--- config.mk ---
export PLATFORM = sky130hd
export DESIGN_NAME = cie_core
export DESIGN_NICKNAME = d
export VERILOG_FILES = /design/src/cie_pkg.sv /design/src/cie_core.sv
export VERILOG_INCLUDE_DIRS = /design/src
export SDC_FILE = /design/constraint.sdc
export NUM_CORES = 1
export LEC_CHECK = 0
export ABC_AREA = 1
export BUFFER_PORTS_ARGS = -buffer_cell sky130_fd_sc_hd__buf_2
export CAP_MARGIN = 15
export CORE_MARGIN = 1
export CORE_UTILIZATION = 64
export DETAILED_ROUTE_END_ITERATION = 10
export GPL_TIMING_DRIVEN = 0
export PLACE_DENSITY = 0.82
export SLEW_MARGIN = 40
export SYNTH_ARGS = -nofsm -noshare
export SYNTH_HDL_FRONTEND = slang
export SYNTH_SLANG_ARGS = --single-unit
export TNS_END_PERCENT = 100
--- constraint.sdc ---
create_clock -name core_clk -period 25.1 [get_ports core_clk]
set_input_delay 2.51 -clock core_clk [delete_from_list [all_inputs] [get_ports core_clk]]
set_output_delay 2.51 -clock core_clk [all_outputs]
set_load 0.005 [all_outputs]
--- src/cie_map.svh ---
`ifndef CIE_MAP_SVH
`define CIE_MAP_SVH

// Instruction word width and opcode match masks and values.
`define CIE_IW          12
`define CIE_M_LIT       12'hF00
`define CIE_M_FILE      12'hFC0
`define CIE_M_FULL      12'hFFF
`define CIE_V_RETLIT    12'h800
`define CIE_V_XORLIT    12'hF00
`define CIE_V_SLEEP     12'h003
`define CIE_V_DIRLOAD   12'h006
`define CIE_V_ROTL      12'h340
`define CIE_V_ROTR      12'h300
`define CIE_V_SUB       12'h080
`define CIE_V_SWAP      12'h380
`define CIE_V_XORF      12'h180

// Reset values and the pc increment.
`define CIE_RST_PC      9'h000
`define CIE_RST_BYTE    8'h00
`define CIE_RST_DIR     8'hFF
`define CIE_PC_ONE      9'h001
`define CIE_WDT_ZERO    8'h00

`endif

--- src/cie_pkg.sv ---
package cie_pkg;
  typedef enum logic [3:0] {
    CIE_OP_NONE, CIE_OP_RETLIT, CIE_OP_SLEEP, CIE_OP_ROTL, CIE_OP_ROTR,
    CIE_OP_SUB, CIE_OP_SWAP, CIE_OP_DIRLOAD, CIE_OP_XORLIT, CIE_OP_XORF
  } cie_op_t;
endpackage

--- src/cie_core.sv ---
`timescale 1ns/1ps
`include "cie_map.svh"
module cie_core #(
  parameter int STACK_DEPTH = 2,
  parameter int PRE_W       = 8
) (
  input  wire logic                core_clk,
  input  wire logic                arst_n,
  input  wire logic [`CIE_IW-1:0]  instr_word,
  input  wire logic                stack_push,
  input  wire logic [8:0]          stack_push_addr,
  input  wire logic                pin_change_event,
  output logic      [8:0]          prog_addr,
  output logic      [7:0]          acc,
  output logic                     carry,
  output logic                     digit_carry,
  output logic                     zero,
  output logic                     timeout_status_n,
  output logic                     powerdown_status_n,
  output logic                     pin_change_wake_flag,
  output logic      [7:0]          direction_reg,
  output logic                     sleeping,
  output logic      [7:0]          watchdog_counter
);

  logic [1:0]       rst_sync_reg;
  logic             rst_n;
  logic [8:0]       pc_reg, pc_next, sub_sum;
  logic [7:0]       acc_reg, acc_next;
  logic             c_reg, c_next, dc_reg, dc_next, z_reg, z_next;
  logic             to_n_reg, to_n_next, pd_n_reg, pd_n_next, wake_reg, wake_next;
  logic [7:0]       dir_reg, dir_next;
  logic             sleep_reg, sleep_next, flush_reg, flush_next;
  logic [7:0]       wdt_reg, wdt_next;
  logic [PRE_W-1:0] pre_reg, pre_next;
  logic [7:0]       file_reg [32], file_next [32];
  logic [8:0]       stk_reg [STACK_DEPTH], stk_next [STACK_DEPTH];
  cie_pkg::cie_op_t op;
  logic [4:0]       fa;
  logic             dbit;
  logic [7:0]       lit, fval, res;
  logic [4:0]       sub_low;
  logic             wr_res, set_z;

  // The asynchronous reset is released through two flops so that release is clean.
  always_ff @(posedge core_clk or negedge arst_n) begin
    if (!arst_n) begin
      rst_sync_reg <= 2'h0;
    end else begin
      rst_sync_reg <= {rst_sync_reg[0], 1'b1};
    end
  end
  assign rst_n = rst_sync_reg[1];

  assign fa   = instr_word[4:0];
  assign dbit = instr_word[5];
  assign lit  = instr_word[7:0];
  assign fval = file_reg[fa];

  always_comb begin
    op = cie_pkg::CIE_OP_NONE;
    if (rst_n && !sleep_reg && !flush_reg) begin
      if ((instr_word & `CIE_M_LIT) == `CIE_V_RETLIT) begin
        op = cie_pkg::CIE_OP_RETLIT;
      end else if ((instr_word & `CIE_M_LIT) == `CIE_V_XORLIT) begin
        op = cie_pkg::CIE_OP_XORLIT;
      end else if ((instr_word & `CIE_M_FULL) == `CIE_V_SLEEP) begin
        op = cie_pkg::CIE_OP_SLEEP;
      end else if ((instr_word & `CIE_M_FULL) == `CIE_V_DIRLOAD) begin
        op = cie_pkg::CIE_OP_DIRLOAD;
      end else if ((instr_word & `CIE_M_FILE) == `CIE_V_ROTL) begin
        op = cie_pkg::CIE_OP_ROTL;
      end else if ((instr_word & `CIE_M_FILE) == `CIE_V_ROTR) begin
        op = cie_pkg::CIE_OP_ROTR;
      end else if ((instr_word & `CIE_M_FILE) == `CIE_V_SUB) begin
        op = cie_pkg::CIE_OP_SUB;
      end else if ((instr_word & `CIE_M_FILE) == `CIE_V_SWAP) begin
        op = cie_pkg::CIE_OP_SWAP;
      end else if ((instr_word & `CIE_M_FILE) == `CIE_V_XORF) begin
        op = cie_pkg::CIE_OP_XORF;
      end
    end
  end

  assign sub_sum = {1'b0, fval} + {1'b0, ~acc_reg} + `CIE_PC_ONE;
  assign sub_low = {1'b0, fval[3:0]} + {1'b0, ~acc_reg[3:0]} + 5'h01;
  always_comb begin
    pc_next    = pc_reg;
    acc_next   = acc_reg;
    c_next     = c_reg;
    dc_next    = dc_reg;
    z_next     = z_reg;
    to_n_next  = to_n_reg;
    pd_n_next  = pd_n_reg;
    wake_next  = wake_reg | pin_change_event;
    dir_next   = dir_reg;
    sleep_next = sleep_reg;
    flush_next = 1'b0;
    wdt_next   = wdt_reg;
    pre_next   = pre_reg;
    file_next  = file_reg;
    stk_next   = stk_reg;
    res        = `CIE_RST_BYTE;
    wr_res     = 1'b0;
    set_z      = 1'b0;
    // The core clock keeps running in power-down; sleep_reg holds the pc, watchdog and stack, and only the wake flag still advances while asleep.
    if (!sleep_reg) begin
      // The discard cycle holds the popped address, so the word at the return address runs next.
      pc_next = flush_reg ? pc_reg : pc_reg + `CIE_PC_ONE;
      {wdt_next, pre_next} = {wdt_reg, pre_reg} + (PRE_W + 8)'(1);
      if (stack_push) begin
        for (int i = STACK_DEPTH - 1; i > 0; i--) begin
          stk_next[i] = stk_reg[i-1];
        end
        stk_next[0] = stack_push_addr;
      end
    end
    case (op)
      cie_pkg::CIE_OP_RETLIT: begin
        acc_next = lit;
        pc_next  = stk_reg[0];
        // A pop takes precedence over a push arriving in the same cycle.
        for (int i = 0; i < STACK_DEPTH - 1; i++) begin
          stk_next[i] = stk_reg[i+1];
        end
        flush_next = 1'b1;
      end
      cie_pkg::CIE_OP_SLEEP: begin
        wdt_next   = `CIE_WDT_ZERO;
        pre_next   = '0;
        to_n_next  = 1'b1;
        pd_n_next  = 1'b0;
        sleep_next = 1'b1;
      end
      cie_pkg::CIE_OP_ROTL: begin
        res    = {fval[6:0], c_reg};
        c_next = fval[7];
        wr_res = 1'b1;
      end
      cie_pkg::CIE_OP_ROTR: begin
        res    = {c_reg, fval[7:1]};
        c_next = fval[0];
        wr_res = 1'b1;
      end
      cie_pkg::CIE_OP_SUB: begin
        res     = sub_sum[7:0];
        c_next  = sub_sum[8];
        dc_next = sub_low[4];
        wr_res  = 1'b1;
        set_z   = 1'b1;
      end
      cie_pkg::CIE_OP_SWAP: begin
        res    = {fval[3:0], fval[7:4]};
        wr_res = 1'b1;
      end
      cie_pkg::CIE_OP_DIRLOAD: begin
        dir_next = acc_reg;
      end
      cie_pkg::CIE_OP_XORLIT: begin
        res      = acc_reg ^ lit;
        acc_next = res;
        set_z    = 1'b1;
      end
      cie_pkg::CIE_OP_XORF: begin
        res    = acc_reg ^ fval;
        wr_res = 1'b1;
        set_z  = 1'b1;
      end
      default: begin
      end
    endcase
    if (wr_res) begin
      if (dbit) begin
        file_next[fa] = res;
      end else begin
        acc_next = res;
      end
    end
    if (set_z) begin
      z_next = (res == `CIE_RST_BYTE);
    end
  end

  always_ff @(posedge core_clk or negedge rst_n) begin
    if (!rst_n) begin
      pc_reg    <= `CIE_RST_PC;
      acc_reg   <= `CIE_RST_BYTE;
      c_reg     <= 1'b0;
      dc_reg    <= 1'b0;
      z_reg     <= 1'b0;
      to_n_reg  <= 1'b1;
      pd_n_reg  <= 1'b1;
      wake_reg  <= 1'b0;
      dir_reg   <= `CIE_RST_DIR;
      sleep_reg <= 1'b0;
      flush_reg <= 1'b0;
      wdt_reg   <= `CIE_WDT_ZERO;
      pre_reg   <= '0;
      for (int i = 0; i < 32; i++) begin
        file_reg[i] <= `CIE_RST_BYTE;
      end
      for (int i = 0; i < STACK_DEPTH; i++) begin
        stk_reg[i] <= `CIE_RST_PC;
      end
    end else begin
      pc_reg    <= pc_next;
      acc_reg   <= acc_next;
      c_reg     <= c_next;
      dc_reg    <= dc_next;
      z_reg     <= z_next;
      to_n_reg  <= to_n_next;
      pd_n_reg  <= pd_n_next;
      wake_reg  <= wake_next;
      dir_reg   <= dir_next;
      sleep_reg <= sleep_next;
      flush_reg <= flush_next;
      wdt_reg   <= wdt_next;
      pre_reg   <= pre_next;
      file_reg  <= file_next;
      stk_reg   <= stk_next;
    end
  end

  assign prog_addr            = pc_reg;
  assign acc                  = acc_reg;
  assign carry                = c_reg;
  assign digit_carry          = dc_reg;
  assign zero                 = z_reg;
  assign timeout_status_n     = to_n_reg;
  assign powerdown_status_n   = pd_n_reg;
  assign pin_change_wake_flag = wake_reg;
  assign direction_reg        = dir_reg;
  assign sleeping             = sleep_reg;
  assign watchdog_counter     = wdt_reg;
endmodule

# Yosys cells after proc, flatten, opt, wreduce, memory -nomap -nowiden
# Cells that the tools add are included.
# op_classes
addsub	6
eq_ne	21
n_reduce_logical	14
n_lt_le_gt_ge	2
bitwise	7
n_mux	34
# op_table
operator	n
$bwmux 256	1
$mux 8	9
$pmux 8 s6	1
$bmux 8 s5	1
$demux 8 s5	1
$mux 4	10
$mux 18	2
$mux 9	4
$add 9x1->9 const B	2
$eq 6x4->1 const B	3
$add 16x1->16 const B	1
$eq 4x3->1 const B	4
$eq 4x4->1 const B	4
$pmux 8 s2	1
$xor 8x8->8	2
$eq 12x2->1 const B	1
$eq 12x3->1 const B	1
$add 8x8->9	1
$eq 4x2->1 const B	2
$logic_not 8->1	1
$not 8->8	1
$reduce_and 2->1	4
$eq 6x2->1 const B	1
$eq 6x3->1 const B	1
other kinds (18)	25
# totals
out_inout_bits	40
wordCells	131
register_bits	324
inputBits	25

# Depth between registers and ports, before layout
# Gate-level depths: netlist of run 1.
# depth
word_depth	15
depth_mapped	27
mapped_depth_nobuf	25

# Worst setup path after synthesis of run 1
# OpenSTA, ideal clock, no wires.
# synth_path
path_kind	register -> register
from	reg rst_sync_reg[1]
to	reg file_reg[12] in the netlist's numbering
n_path_buf	1
period_less_slack_ns	9.751
t_arrival_ns	9.686
setup_slack_ns	15.349
required_time_ns	25.035
setup_ns	0.065
path_stages_with_launch	12
path_cell_list	dfrtp_1 nand2_1 nor2_2 nand2_1 a21oi_1 nand4_1 nand2_1 o21ai_4 buf_2 nor3_1 nand2_1 nand2_1
# synth_between
elab_chain_len	7
elab_cells_between_ends	14
classes_between	6 x eq/ne; 4 x mux; 4 x reduce/logical
# synth_rtl
element	line	text
from (decl)	cie_core.sv:26	logic [1:0] rst_sync_reg;
from (signal assigned)	cie_core.sv:50	rst_sync_reg <= {rst_sync_reg[0], 1'b1};
$logic_and 1x1->1 (*) (2 in a row)	cie_core.sv:62	if (rst_n && !sleep_reg && !flush_reg) begin
$mux 4 (*)	cie_core.sv:62	
$eq 4x4->1 (tied with other cells)	cie_core.sv:118	case (op)
$reduce_or 5->1 (no line)	--	
$mux 1	cie_core.sv:118	
$reduce_and 2->1 (no line)	--	
to (signal, indexed assignment)	cie_core.sv:200	file_reg[i] <= `CIE_RST_BYTE;
to (signal assigned)	cie_core.sv:219	file_reg <= file_next;
to (decl)	cie_core.sv:36	logic [7:0] file_reg [32], file_next [32];
# Every way passes the cells marked *; elsewhere a longest branch is shown, timed or not.
# A chain may end at the register's enable or synchronous reset.

# Worst setup path after layout of run 1
# layout_path
from	in instr_word[0]
to	reg file_reg[250] in the netlist's numbering
# layout_between
elab_chain_len	10
elab_cells_between_ends	30
classes_between	2 x add/sub; 2 x order compare; 8 x eq/ne; 13 x mux; 2 x bitwise; 3 x reduce/logical
# layout_rtl
element	line	text
from (decl)	cie_core.sv:9	input wire logic [`CIE_IW-1:0] instr_word,
parallel branches: the longest is 10 deep, another holds $add 8x8->9	--	
# Several ways; the timed one is not identified. The select of a mux whose other input is x is not followed.

==> flow_summary.json, run 1 <==
{
  "yosysWarnings": 0,
  "postCtsSetupBuffers": 0,
  "drive_gt1_share_pct": 10.17,
  "finalHoldViolations": 0,
  "critPathSlowestCell": "clkbuf_1",
  "hpwl_um": 40070,
  "final_area_um2": 18650,
  "ir_worst_vdd_mv": 0.05370,
  "dieArea_um2": 26520,
  "die_y_um": 162.9,
  "critPathMaxStageDelay_ns": 0.60,
  "die_w_um": 162.9,
  "wirelength_um": 58960,
  "cts.sinks": 324,
  "core_um2": 25250,
  "max_freq_mhz": 141.1,
  "synthDistinctLibCells": 48,
  "cts_tree": "built",
  "htreeDepth": 2,
  "wire_per_inst_um": 21.68,
  "post-place-ws_ns": 17.77,
  "drv_slew": 0,
  "clock-root-buffer": "clkbuf_16",
  "clockBufferDepth": 3,
  "pwr-share-seq_pct": 47.0,
  "nets": 2404,
  "std_cell_rows": 58,
  "syn_inst": 2259,
  "critical_path.cell_chain": "buf_4, nand2_2, inv_2, buf_2, buf_2, nand2_1, nand2_1, nor2_1, nor2_1, nor2_1, nand2_1, nand2_1, ha_1, inv_1, fa_1, xnor2_1, nor2_1, nor2_1, nand2_1, nor2_1, clkbuf_1, o21ai_0",
  "io_buffers": 61,
  "synth_area_um2": 16560,
  "hold_buffers": 0,
  "p_int_mw": 0.8402,
  "avgSynthCellArea_um2": 7.331,
  "fin_crit_sh_pct": 28.24,
  "detail-route-antenna-nets": 0,
  "status": "completed",
  "setup_viol": 0,
  "finalClockSkew_ns": 0.02217,
  "hold_class": "flip-flop to async pin",
  "regArea_um2": 8123,
  "grt.total_usage_pct": 45.29,
  "fin_util_pct": 73.85,
  "worst_slew_pin_slew_ns": 0.9392,
  "cp.arrival_ns": 7.46,
  "rsz0062_at_grt": "no",
  "diodes": 0,
  "firstDrtPassIters": 6,
  "clk_latency_ns": 0.54,
  "start_util_pct": 65.58,
  "p_per_area_nw_per_um2": 59.72,
  "switching_share_pct": 24.55,
  "pwr-share-comb_pct": 6.0,
  "reg2reg_to": "file_reg[178]",
  "syn_to_final_growth_pct": 12.61,
  "crit_fanout": 10,
  "fin_crit_ns": 7.088,
  "drc": 0,
  "multiInputGateArea_um2": 7547,
  "cts.clk_slew.worst_paths_ns": 0.06,
  "fin_tns_setup_ns": 0,
  "grt_pass1_wl_um": 88840,
  "grt_overflow_total": 0,
  "critical_path_class": "primary input to flip-flop",
  "p_clk_share_pct": 47.0,
  "cts_resized": 0,
  "cts_made_buffers": 35,
  "fill_cells": 1959,
  "yosysSeqAreaShare_pct": 49.03,
  "p_switching_mw": 0.2734,
  "critPathBufInv": 6,
  "largest_reg_flops": 256,
  "maxCapViolations": 0,
  "placed_area_um2": 17480,
  "vias_per_cell": 6.110,
  "io_pins": 65,
  "slew-limit-headroom_pct": 37.39,
  "start_kind": "primary input",
  "ys_ff_latch": 324,
  "antenna_found_initial": 0,
  "gp_congestion": 0.9965,
  "vias": 16620,
  "path_delay_family": "buffers and inverters",
  "worstRegToRegCells": 12,
  "total_leakage_power_nw": 9.789,
  "grt_pass1_vias": 15660,
  "cp-end-kind": "flip-flop",
  "grt_max_degree": 44,
  "layout_setup_ws_ns": 18.01,
  "cp.required_ns": 25.47,
  "path_common_cell": "nor2_1",
  "rrSetupSlack_ns": 20.49,
  "r2r-start": "rst_sync_reg[1]",
  "dr.first_iter.drc_count": 2354
}
[worst max path at each step]
stage / from / to / slack, ns / cells after the start
6_report: instr_word[0] / file_reg[250] / 18.01 / 22
5_1_grt: instr_word[0] / file_reg[34] / 17.94 / 22
3_3_place_gp: rst_sync_reg[1] / file_reg[2] / 11.36 / 11
3_5_place_dp: instr_word[0] / file_reg[250] / 17.77 / 22
4_1_cts: instr_word[0] / file_reg[50] / 18.27 / 22
2_1_floorplan: rst_sync_reg[1] / file_reg[12] / 15.35 / 11
[power groups by stage]
stage	registers [mW]	logic (mW)	clock network (mW)
final	0.523	0.0667	0.524
after global routing	0.523	0.0702	0.538
after CTS	0.523	0.0637	0.518
after detailed placement	0.533	0.0634	0
after global placement	0.542	0.0498	0
after floorplan	0.540	0.0288	0
[final cells by class]
type / count / share of cell area, %
buffer: 81 / 2.013
multi-input combinational: 1708 / 40.47
clock buffer: 50 / 5.649
inverter: 147 / 2.972
timing repair buffer: 70 / 2.596
sequential: 324 / 43.56
clock inverter: 10 / 0.5300
tap: 330 / 2.214
[through the flow]
step                      hold slack, ns  std cells  power, mW
after global routing              0.2706       2720      1.131
after floorplan                   0.3312       2260     0.5685
after detailed placement          0.2449       2659     0.5963
final                             0.2392       2720      1.114
after global placement            0.3440       2651     0.5922
after CTS                         0.2475       2719      1.105
[logic make-up (layout without fill, tap and decap cells)]
kind of cell / after synthesis / after routing / share of synthesized area, %
other: 1 / 2 / 0.02264
flip-flops: 324 / 324 / 49.03
AND/OR/NAND/NOR: 1403 / 1403 / 34.32
adder cells (fa/ha/maj): 12 / 12 / 0.9519
buffers and inverters: 228 / 358 / 5.606
AO/OA/AOI/OAI: 266 / 266 / 8.749
XOR/XNOR: 25 / 25 / 1.322
[Yosys cell counts (all sizes together)]
| library cell | n | area, um^2 |
|---|---|---|
| conb | 1 | 3.750 |
| xor2 | 15 | 131.4 |
| clkbuf | 36 | 135.1 |
| o21ai | 178 | 905.9 |
| o211ai | 16 | 120.1 |
| o2111ai | 3 | 32.53 |
| nand2 | 1052 | 3999 |
| nand3b | 2 | 15.01 |
| nand4 | 24 | 156.4 |
| a211oi | 1 | 7.510 |
| nand3 | 89 | 450.4 |
| inv | 145 | 546.8 |
| o22ai | 6 | 37.54 |
| fa | 1 | 20.02 |
| and2 | 1 | 6.260 |
| a22oi | 2 | 15.01 |
| a21oi | 51 | 255.2 |
| o221ai | 3 | 26.28 |
| o311ai | 1 | 8.760 |
| a31o | 1 | 8.760 |
| dfstp | 9 | 236.5 |
| buf | 45 | 239.0 |
| dfrtp | 315 | 7883 |
| o21a | 1 | 7.510 |
| nor2 | 188 | 730.7 |
| ha | 11 | 137.6 |
| xnor2 | 10 | 87.58 |
| a31oi | 1 | 6.260 |
| nor3 | 43 | 300.3 |
| nor3b | 1 | 7.510 |
| clkinv | 2 | 7.510 |
| o31a | 1 | 8.760 |
| o22a | 1 | 8.760 |
| or2 | 3 | 18.77 |
[routing by layer]
layer / global-route usage (%) / vias to the layer above / wire length (um)
met5: 0 / - / 33
met4: 23.83 / 2 / 3215
met3: 12.68 / 232 / 8240
met2: 66.29 / 1208 / 25370
met1: 61.38 / 7808 / 22100
li1: - / 7370 / -
[layout by cell type, fill, tap and decap left out, drive strengths merged, types with 2 or more instances in the layout]
master / Yosys / layout
o21ai: 178 / 178
dfrtp: 315 / 315
o211ai: 16 / 16
inv: 145 / 146
clkbuf: 36 / 86
clkinvlp: 0 / 2
nand3: 89 / 89
nand3b: 2 / 2
conb: 1 / 2
nand2: 1052 / 1052
o2111ai: 3 / 3
xor2: 15 / 15
o221ai: 3 / 3
o22ai: 6 / 6
or2: 3 / 3
ha: 11 / 11
nor3: 43 / 43
buf: 45 / 115
a21oi: 51 / 51
nor2: 188 / 188
clkinv: 2 / 8
a22oi: 2 / 2
dfstp: 9 / 9
xnor2: 10 / 10
nand4: 24 / 24
Power figures use the tool's default switching activity.
==> run 2: changes to the inputs <==
Settings changed: CORE_UTILIZATION 64 to 56, PLACE_DENSITY 0.82 to 0.76.
Clock period 25.1 ns to 6.4 ns, I/O delays scaled along.
==> flow_summary.json, run 2 (synthesis gave the netlist of run 1 again) <==
{
  "status": "completed",
  "power_mw": 4.506,
  "cp-end-kind": "flip-flop",
  "firstDrtPassIters": 6,
  "max_freq_mhz": 194.1,
  "fill_cells": 2600,
  "die_y_um": 174.0,
  "worstRegToRegCells": 13,
  "final_cell_mix": "1032 x nand2_1, 314 x dfrtp_1, 180 x nor2_1, 168 x o21ai_0, 141 x inv_1",
  "nets": 2407,
  "gp_congestion": 1.000,
  "crit_fanout": 10,
  "drive_gt1_share_pct": 10.35,
  "wire_per_inst_um": 21.24,
  "cts_made_buffers": 37,
  "slew-limit-headroom_pct": 39.64,
  "rrSetupSlack_ns": 2.19,
  "htreeDepth": 2,
  "reg2reg_to": "file_reg[16]",
  "cp.arrival_ns": 5.53,
  "critical_path_class": "primary input to flip-flop",
  "clockBufferDepth": 3,
  "largest_reg_flops": 256,
  "hold_class": "flip-flop to async pin",
  "final_area_um2": 18820,
  "r2r-start": "rst_sync_reg[1]",
  "cp.required_ns": 6.78,
  "vias_per_cell": 5.858,
  "finalHoldViolations": 0,
  "grt_max_degree": 45,
  "fin_crit_sh_pct": 80.49,
  "io_pins": 65,
  "clock-root-buffer": "clkbuf_16",
  "grt_pass1_vias": 15000,
  "std_cell_rows": 62,
  "clk_latency_ns": 0.55,
  "total_leakage_power_nw": 9.851,
  "fin_crit_ns": 5.151,
  "cts_tree": "built",
  "worst_slew_pin_slew_ns": 0.9005,
  "grt.total_usage_pct": 39.44,
  "cts.sinks": 324,
  "dieArea_um2": 30270,
  "maxCapViolations": 0,
  "postCtsSetupBuffers": 0,
  "setup_viol": 0,
  "die_w_um": 174.0,
  "final_common_cell": "nand2_1",
  "drc": 0,
  "ir_worst_vdd_mv": 0.2546,
  "diodes": 0,
  "cts.clk_slew.worst_paths_ns": 0.06,
  "drv_slew": 0,
  "finalClockSkew_ns": 0.02277,
  "start_util_pct": 57.23,
  "wirelength_um": 59080,
  "p_per_area_nw_per_um2": 239.4,
  "hold_buffers": 1,
  "vias": 16290,
  "io_buffers": 61,
  "grt_pass1_wl_um": 89330,
  "cts_resized": 0,
  "placed_area_um2": 17550,
  "rsz0062_at_grt": "no",
  "core_um2": 28940,
  "syn_to_final_growth_pct": 13.65,
  "detail-route-antenna-nets": 0,
  "grt_overflow_total": 0,
  "antenna_found_initial": 0,
  "hpwl_um": 41070,
  "start_kind": "primary input",
  "dr.first_iter.drc_count": 2548
}
run 2: per-stage QoR:
| step | utilization, % | hold slack [ns] | cells | setup slack, ns | TNS (ns) |
|---|---|---|---|---|---|
| 5_1_grt | 65.05 | 0.2553 | 2781 | 1.147 | 0 |
| 2_1_floorplan | - | 0.3311 | 2260 | 0.08961 | 0 |
| 4_1_cts | 65.00 | 0.2366 | 2781 | 1.480 | 0 |
| 3_3_place_gp | 59.97 | 0.3413 | 2705 | -2.649 | -989.08 |
| 6_report | 65.05 | 0.2273 | 2781 | 1.249 | 0 |
| 3_5_place_dp | 60.66 | 0.2337 | 2714 | 0.9248 | 0 |
run 2: layout make-up:
type	count	area (um^2)	area share [%]
Multi-Input combinational cell	1708	7542	40.07
Tap cell	384	480.5	2.553
Buffer	81	380.4	2.021
Clock buffer	49	1022	5.431
Sequential cell	324	8123	43.16
Inverter	147	554.3	2.945
Timing Repair Buffer	71	495.5	2.632
Clock inverter	17	224.0	1.190
run 2: critical path, cell delays in order:
cell,delay [ns]
buf_4,0.20
nand2_2,0.22
inv_2,0.33
buf_2,0.43
buf_2,0.47
nand2_1,0.09
nand2_1,0.07
nor2_1,0.04
nor2_1,0.17
nor2_1,0.10
nand2_1,0.10
nand2_1,0.17
ha_1,0.25
inv_1,0.13
fa_1,0.28
xnor2_1,0.14
nor2_1,0.07
nor2_1,0.12
nand2_1,0.07
nor2_1,0.60
clkbuf_1,0.60
o21ai_0,0.20
run 2: power breakdown:
group	switching, mW	internal, mW	leakage [nW]
logic	0.207	0.0582	5.20
clock network	0.891	1.30	0.611
registers	0.00295	2.05	4.04
total	1.10	3.40	9.85
run 2: layer usage:
metal | vias to the layer above | share of wire, % | wire length [um] | global-route usage (%)
li1 | 7368 | - | - | -
met1 | 7662 | 41 | 24330 | 57.05
met2 | 1082 | 42 | 24910 | 57.00
met3 | 180 | 12 | 7155 | 9.164
met4 | 0 | 4.5 | 2688 | 16.41
met5 | - | 0 | 0 | 0
run 2: worst max path at each step:
stage | startpoint | end | cells after the start
finish | instr_word[0] | file_reg[58] | 22
global route | instr_word[0] | file_reg[18] | 20
CTS | instr_word[0] | file_reg[58] | 22
detailed placement | instr_word[0] | file_reg[98] | 22
global placement | rst_sync_reg[1] | file_reg[240] | 12
floorplan | rst_sync_reg[1] | file_reg[12] | 11
==> run 3: changes to the inputs <==
Clock period 6.4 ns to 4.3 ns, I/O delays scaled along.
==> flow_summary.json, run 3 (synthesis gave the netlist of run 1 again) <==
{
  "clockBufferDepth": 3,
  "antenna_found_initial": 0,
  "grt_max_degree": 44,
  "dp_cells": 2713,
  "cts_made_buffers": 37,
  "cp-end-kind": "flip-flop",
  "critPathMaxStageDelay_ns": 0.59,
  "ir_worst_vdd_mv": 0.3993,
  "cp.arrival_ns": 4.60,
  "finalHoldViolations": 0,
  "fin_crit_ns": 4.199,
  "critical_path.cell_chain": "buf_2, clkbuf_1, clkbuf_1, nand3_1, nand2_1, and2_1, buf_1, ha_2, a21oi_1, nand2_1, nand4_1, nand3_1, nand3_1, nand4_1, buf_2, nand2_1, o21ai_0",
  "crit_fanout": 10,
  "fin_cells": 2782,
  "status": "completed",
  "slew-limit-headroom_pct": 46.44,
  "finalClockSkew_ns": 0.01825,
  "cts_tree": "built",
  "cts.clk_slew.worst_paths_ns": 0.06,
  "vias_per_cell": 5.822,
  "grt_overflow_total": 0,
  "clock-root-buffer": "clkbuf_16",
  "drv_slew": 0,
  "grt.total_usage_pct": 39.23,
  "critical_path_class": "primary input to flip-flop",
  "start_kind": "primary input",
  "cts.sinks": 324,
  "cp.required_ns": 4.70,
  "worst_slew_pin_slew_ns": 0.8033,
  "layout_setup_ws_ns": 0.1014,
  "wire_per_inst_um": 20.98,
  "final_area_um2": 19050,
  "io_pins": 65,
  "diodes": 0,
  "p_per_area_nw_per_um2": 355.9,
  "maxCapViolations": 0,
  "hold_ws_ns": 0.08880,
  "clk_latency_ns": 0.54,
  "drive_gt1_share_pct": 11.76,
  "dieArea_um2": 30270,
  "firstDrtPassIters": 8,
  "die_w_um": 174.0,
  "grt_pass1_wl_um": 89220,
  "critPathSlowestCell": "clkbuf_1",
  "fin_crit_sh_pct": 97.64,
  "std_cell_rows": 62,
  "dr.first_iter.drc_count": 2180,
  "grt_pass1_vias": 15140,
  "core_um2": 28940,
  "final_cell_mix": "1032 x nand2_1, 314 x dfrtp_1, 176 x nor2_1, 168 x o21ai_0, 141 x inv_1",
  "final_common_cell": "nand2_1",
  "vias": 16200,
  "hpwl_um": 40480,
  "nets": 2407,
  "drc": 0,
  "wirelength_um": 58370,
  "post-place-ws_ns": -1.078,
  "setup_viol": 0,
  "placed_area_um2": 17530,
  "start_util_pct": 57.23,
  "max_freq_mhz": 238.2,
  "critPathBufInv": 5,
  "io_buffers": 61,
  "fin_tns_setup_ns": 0,
  "hold_class": "primary input to flip-flop",
  "gp_congestion": 1.021,
  "path_delay_family": "buffers and inverters",
  "htreeDepth": 2,
  "detail-route-antenna-nets": 0,
  "largest_reg_flops": 256,
  "syn_to_final_growth_pct": 15.00,
  "die_y_um": 174.0,
  "total_leakage_power_nw": 9.981
}
-- run 3: changes by cell type in the layout (fill, tap and decap cells not counted), sizes merged --
cell / change
buf: +1
bufinv: -1
clkinv: -5
inv: +2
clkbuf: +4
-- run 3: metal layers --
layer	GRT usage (%)	wire [um]	up-vias
met2	56.55	24400	983
li1	-	-	7376
met3	9.974	7158	178
met5	0	0	-
met1	56.09	24060	7660
met4	16.85	2752	0
-- run 3: where the power goes --
group / internal, mW / leakage [nW] / switching [mW]
clock network: 1.98 / 0.633 / 1.34
registers: 3.05 / 4.04 / 0.00531
logic: 0.0883 / 5.31 / 0.313
-- run 3: worst paths after layout --
| check | startpoint | end | slack (ns) | cells past startpoint |
|---|---|---|---|---|
| setup / recovery | instr_word[3] | file_reg[183] | 0.10 | 17 |
| hold / removal | pin_change_event | pin_change_wake_flag | 0.09 | 2 |
| setup reg to reg | rst_sync_reg[1] | file_reg[178] | 0.38 | 12 |
| hold reg to reg | rst_sync_reg[1] | stk_reg[15] | 0.25 | 0 |
| max in group asynchronous | rst_sync_reg[1] | file_reg[79] | 2.47 | 5 |
| min in group asynchronous | arst_n | rst_sync_reg[1] | 0.20 | 2 |
-- run 3: worst register-to-register path: stages, from the launching register on --
cell and delay, ns:
dfrtp_4 0.67, buf_12 0.29, nand2_1 0.12, nor2_2 0.41, nand2_1 0.10, a21oi_1 0.26
nand4_1 0.43, nand2_1 0.29, o21ai_4 0.19, nor2_4 0.42, nand2_1 0.37, nand2_1 0.14
o21ai_0 0.09
-- run 3: area by class of cell --
cell class | count | area [um^2]
Clock inverter | 13 | 165.2
Timing Repair Buffer | 72 | 490.5
Tap cell | 384 | 480.5
Multi-Input combinational cell | 1708 | 7694
Buffer | 80 | 426.7
Inverter | 147 | 556.8
Sequential cell | 324 | 8123
Clock buffer | 54 | 1110
Fill cell | 2579 | 9889
-- run 3: metrics by stage --
step | total power [mW] | util (%)
2_1_floorplan | 3.317 | -
3_3_place_gp | 3.463 | 59.98
3_5_place_dp | 3.487 | 60.59
4_1_cts | 6.754 | 65.18
5_1_grt | 6.912 | 65.82
6_report | 6.778 | 65.82
-- run 3: repair_timing --
item | CTS | global route
hold buffers | 1 | 0
setup buffers | 1 | 1
gates resized for setup | 16 | 59
pin swaps | 0 | 2
endpoints found under the setup margin | 160 | 244
hold endpoints to repair | 2 | 0
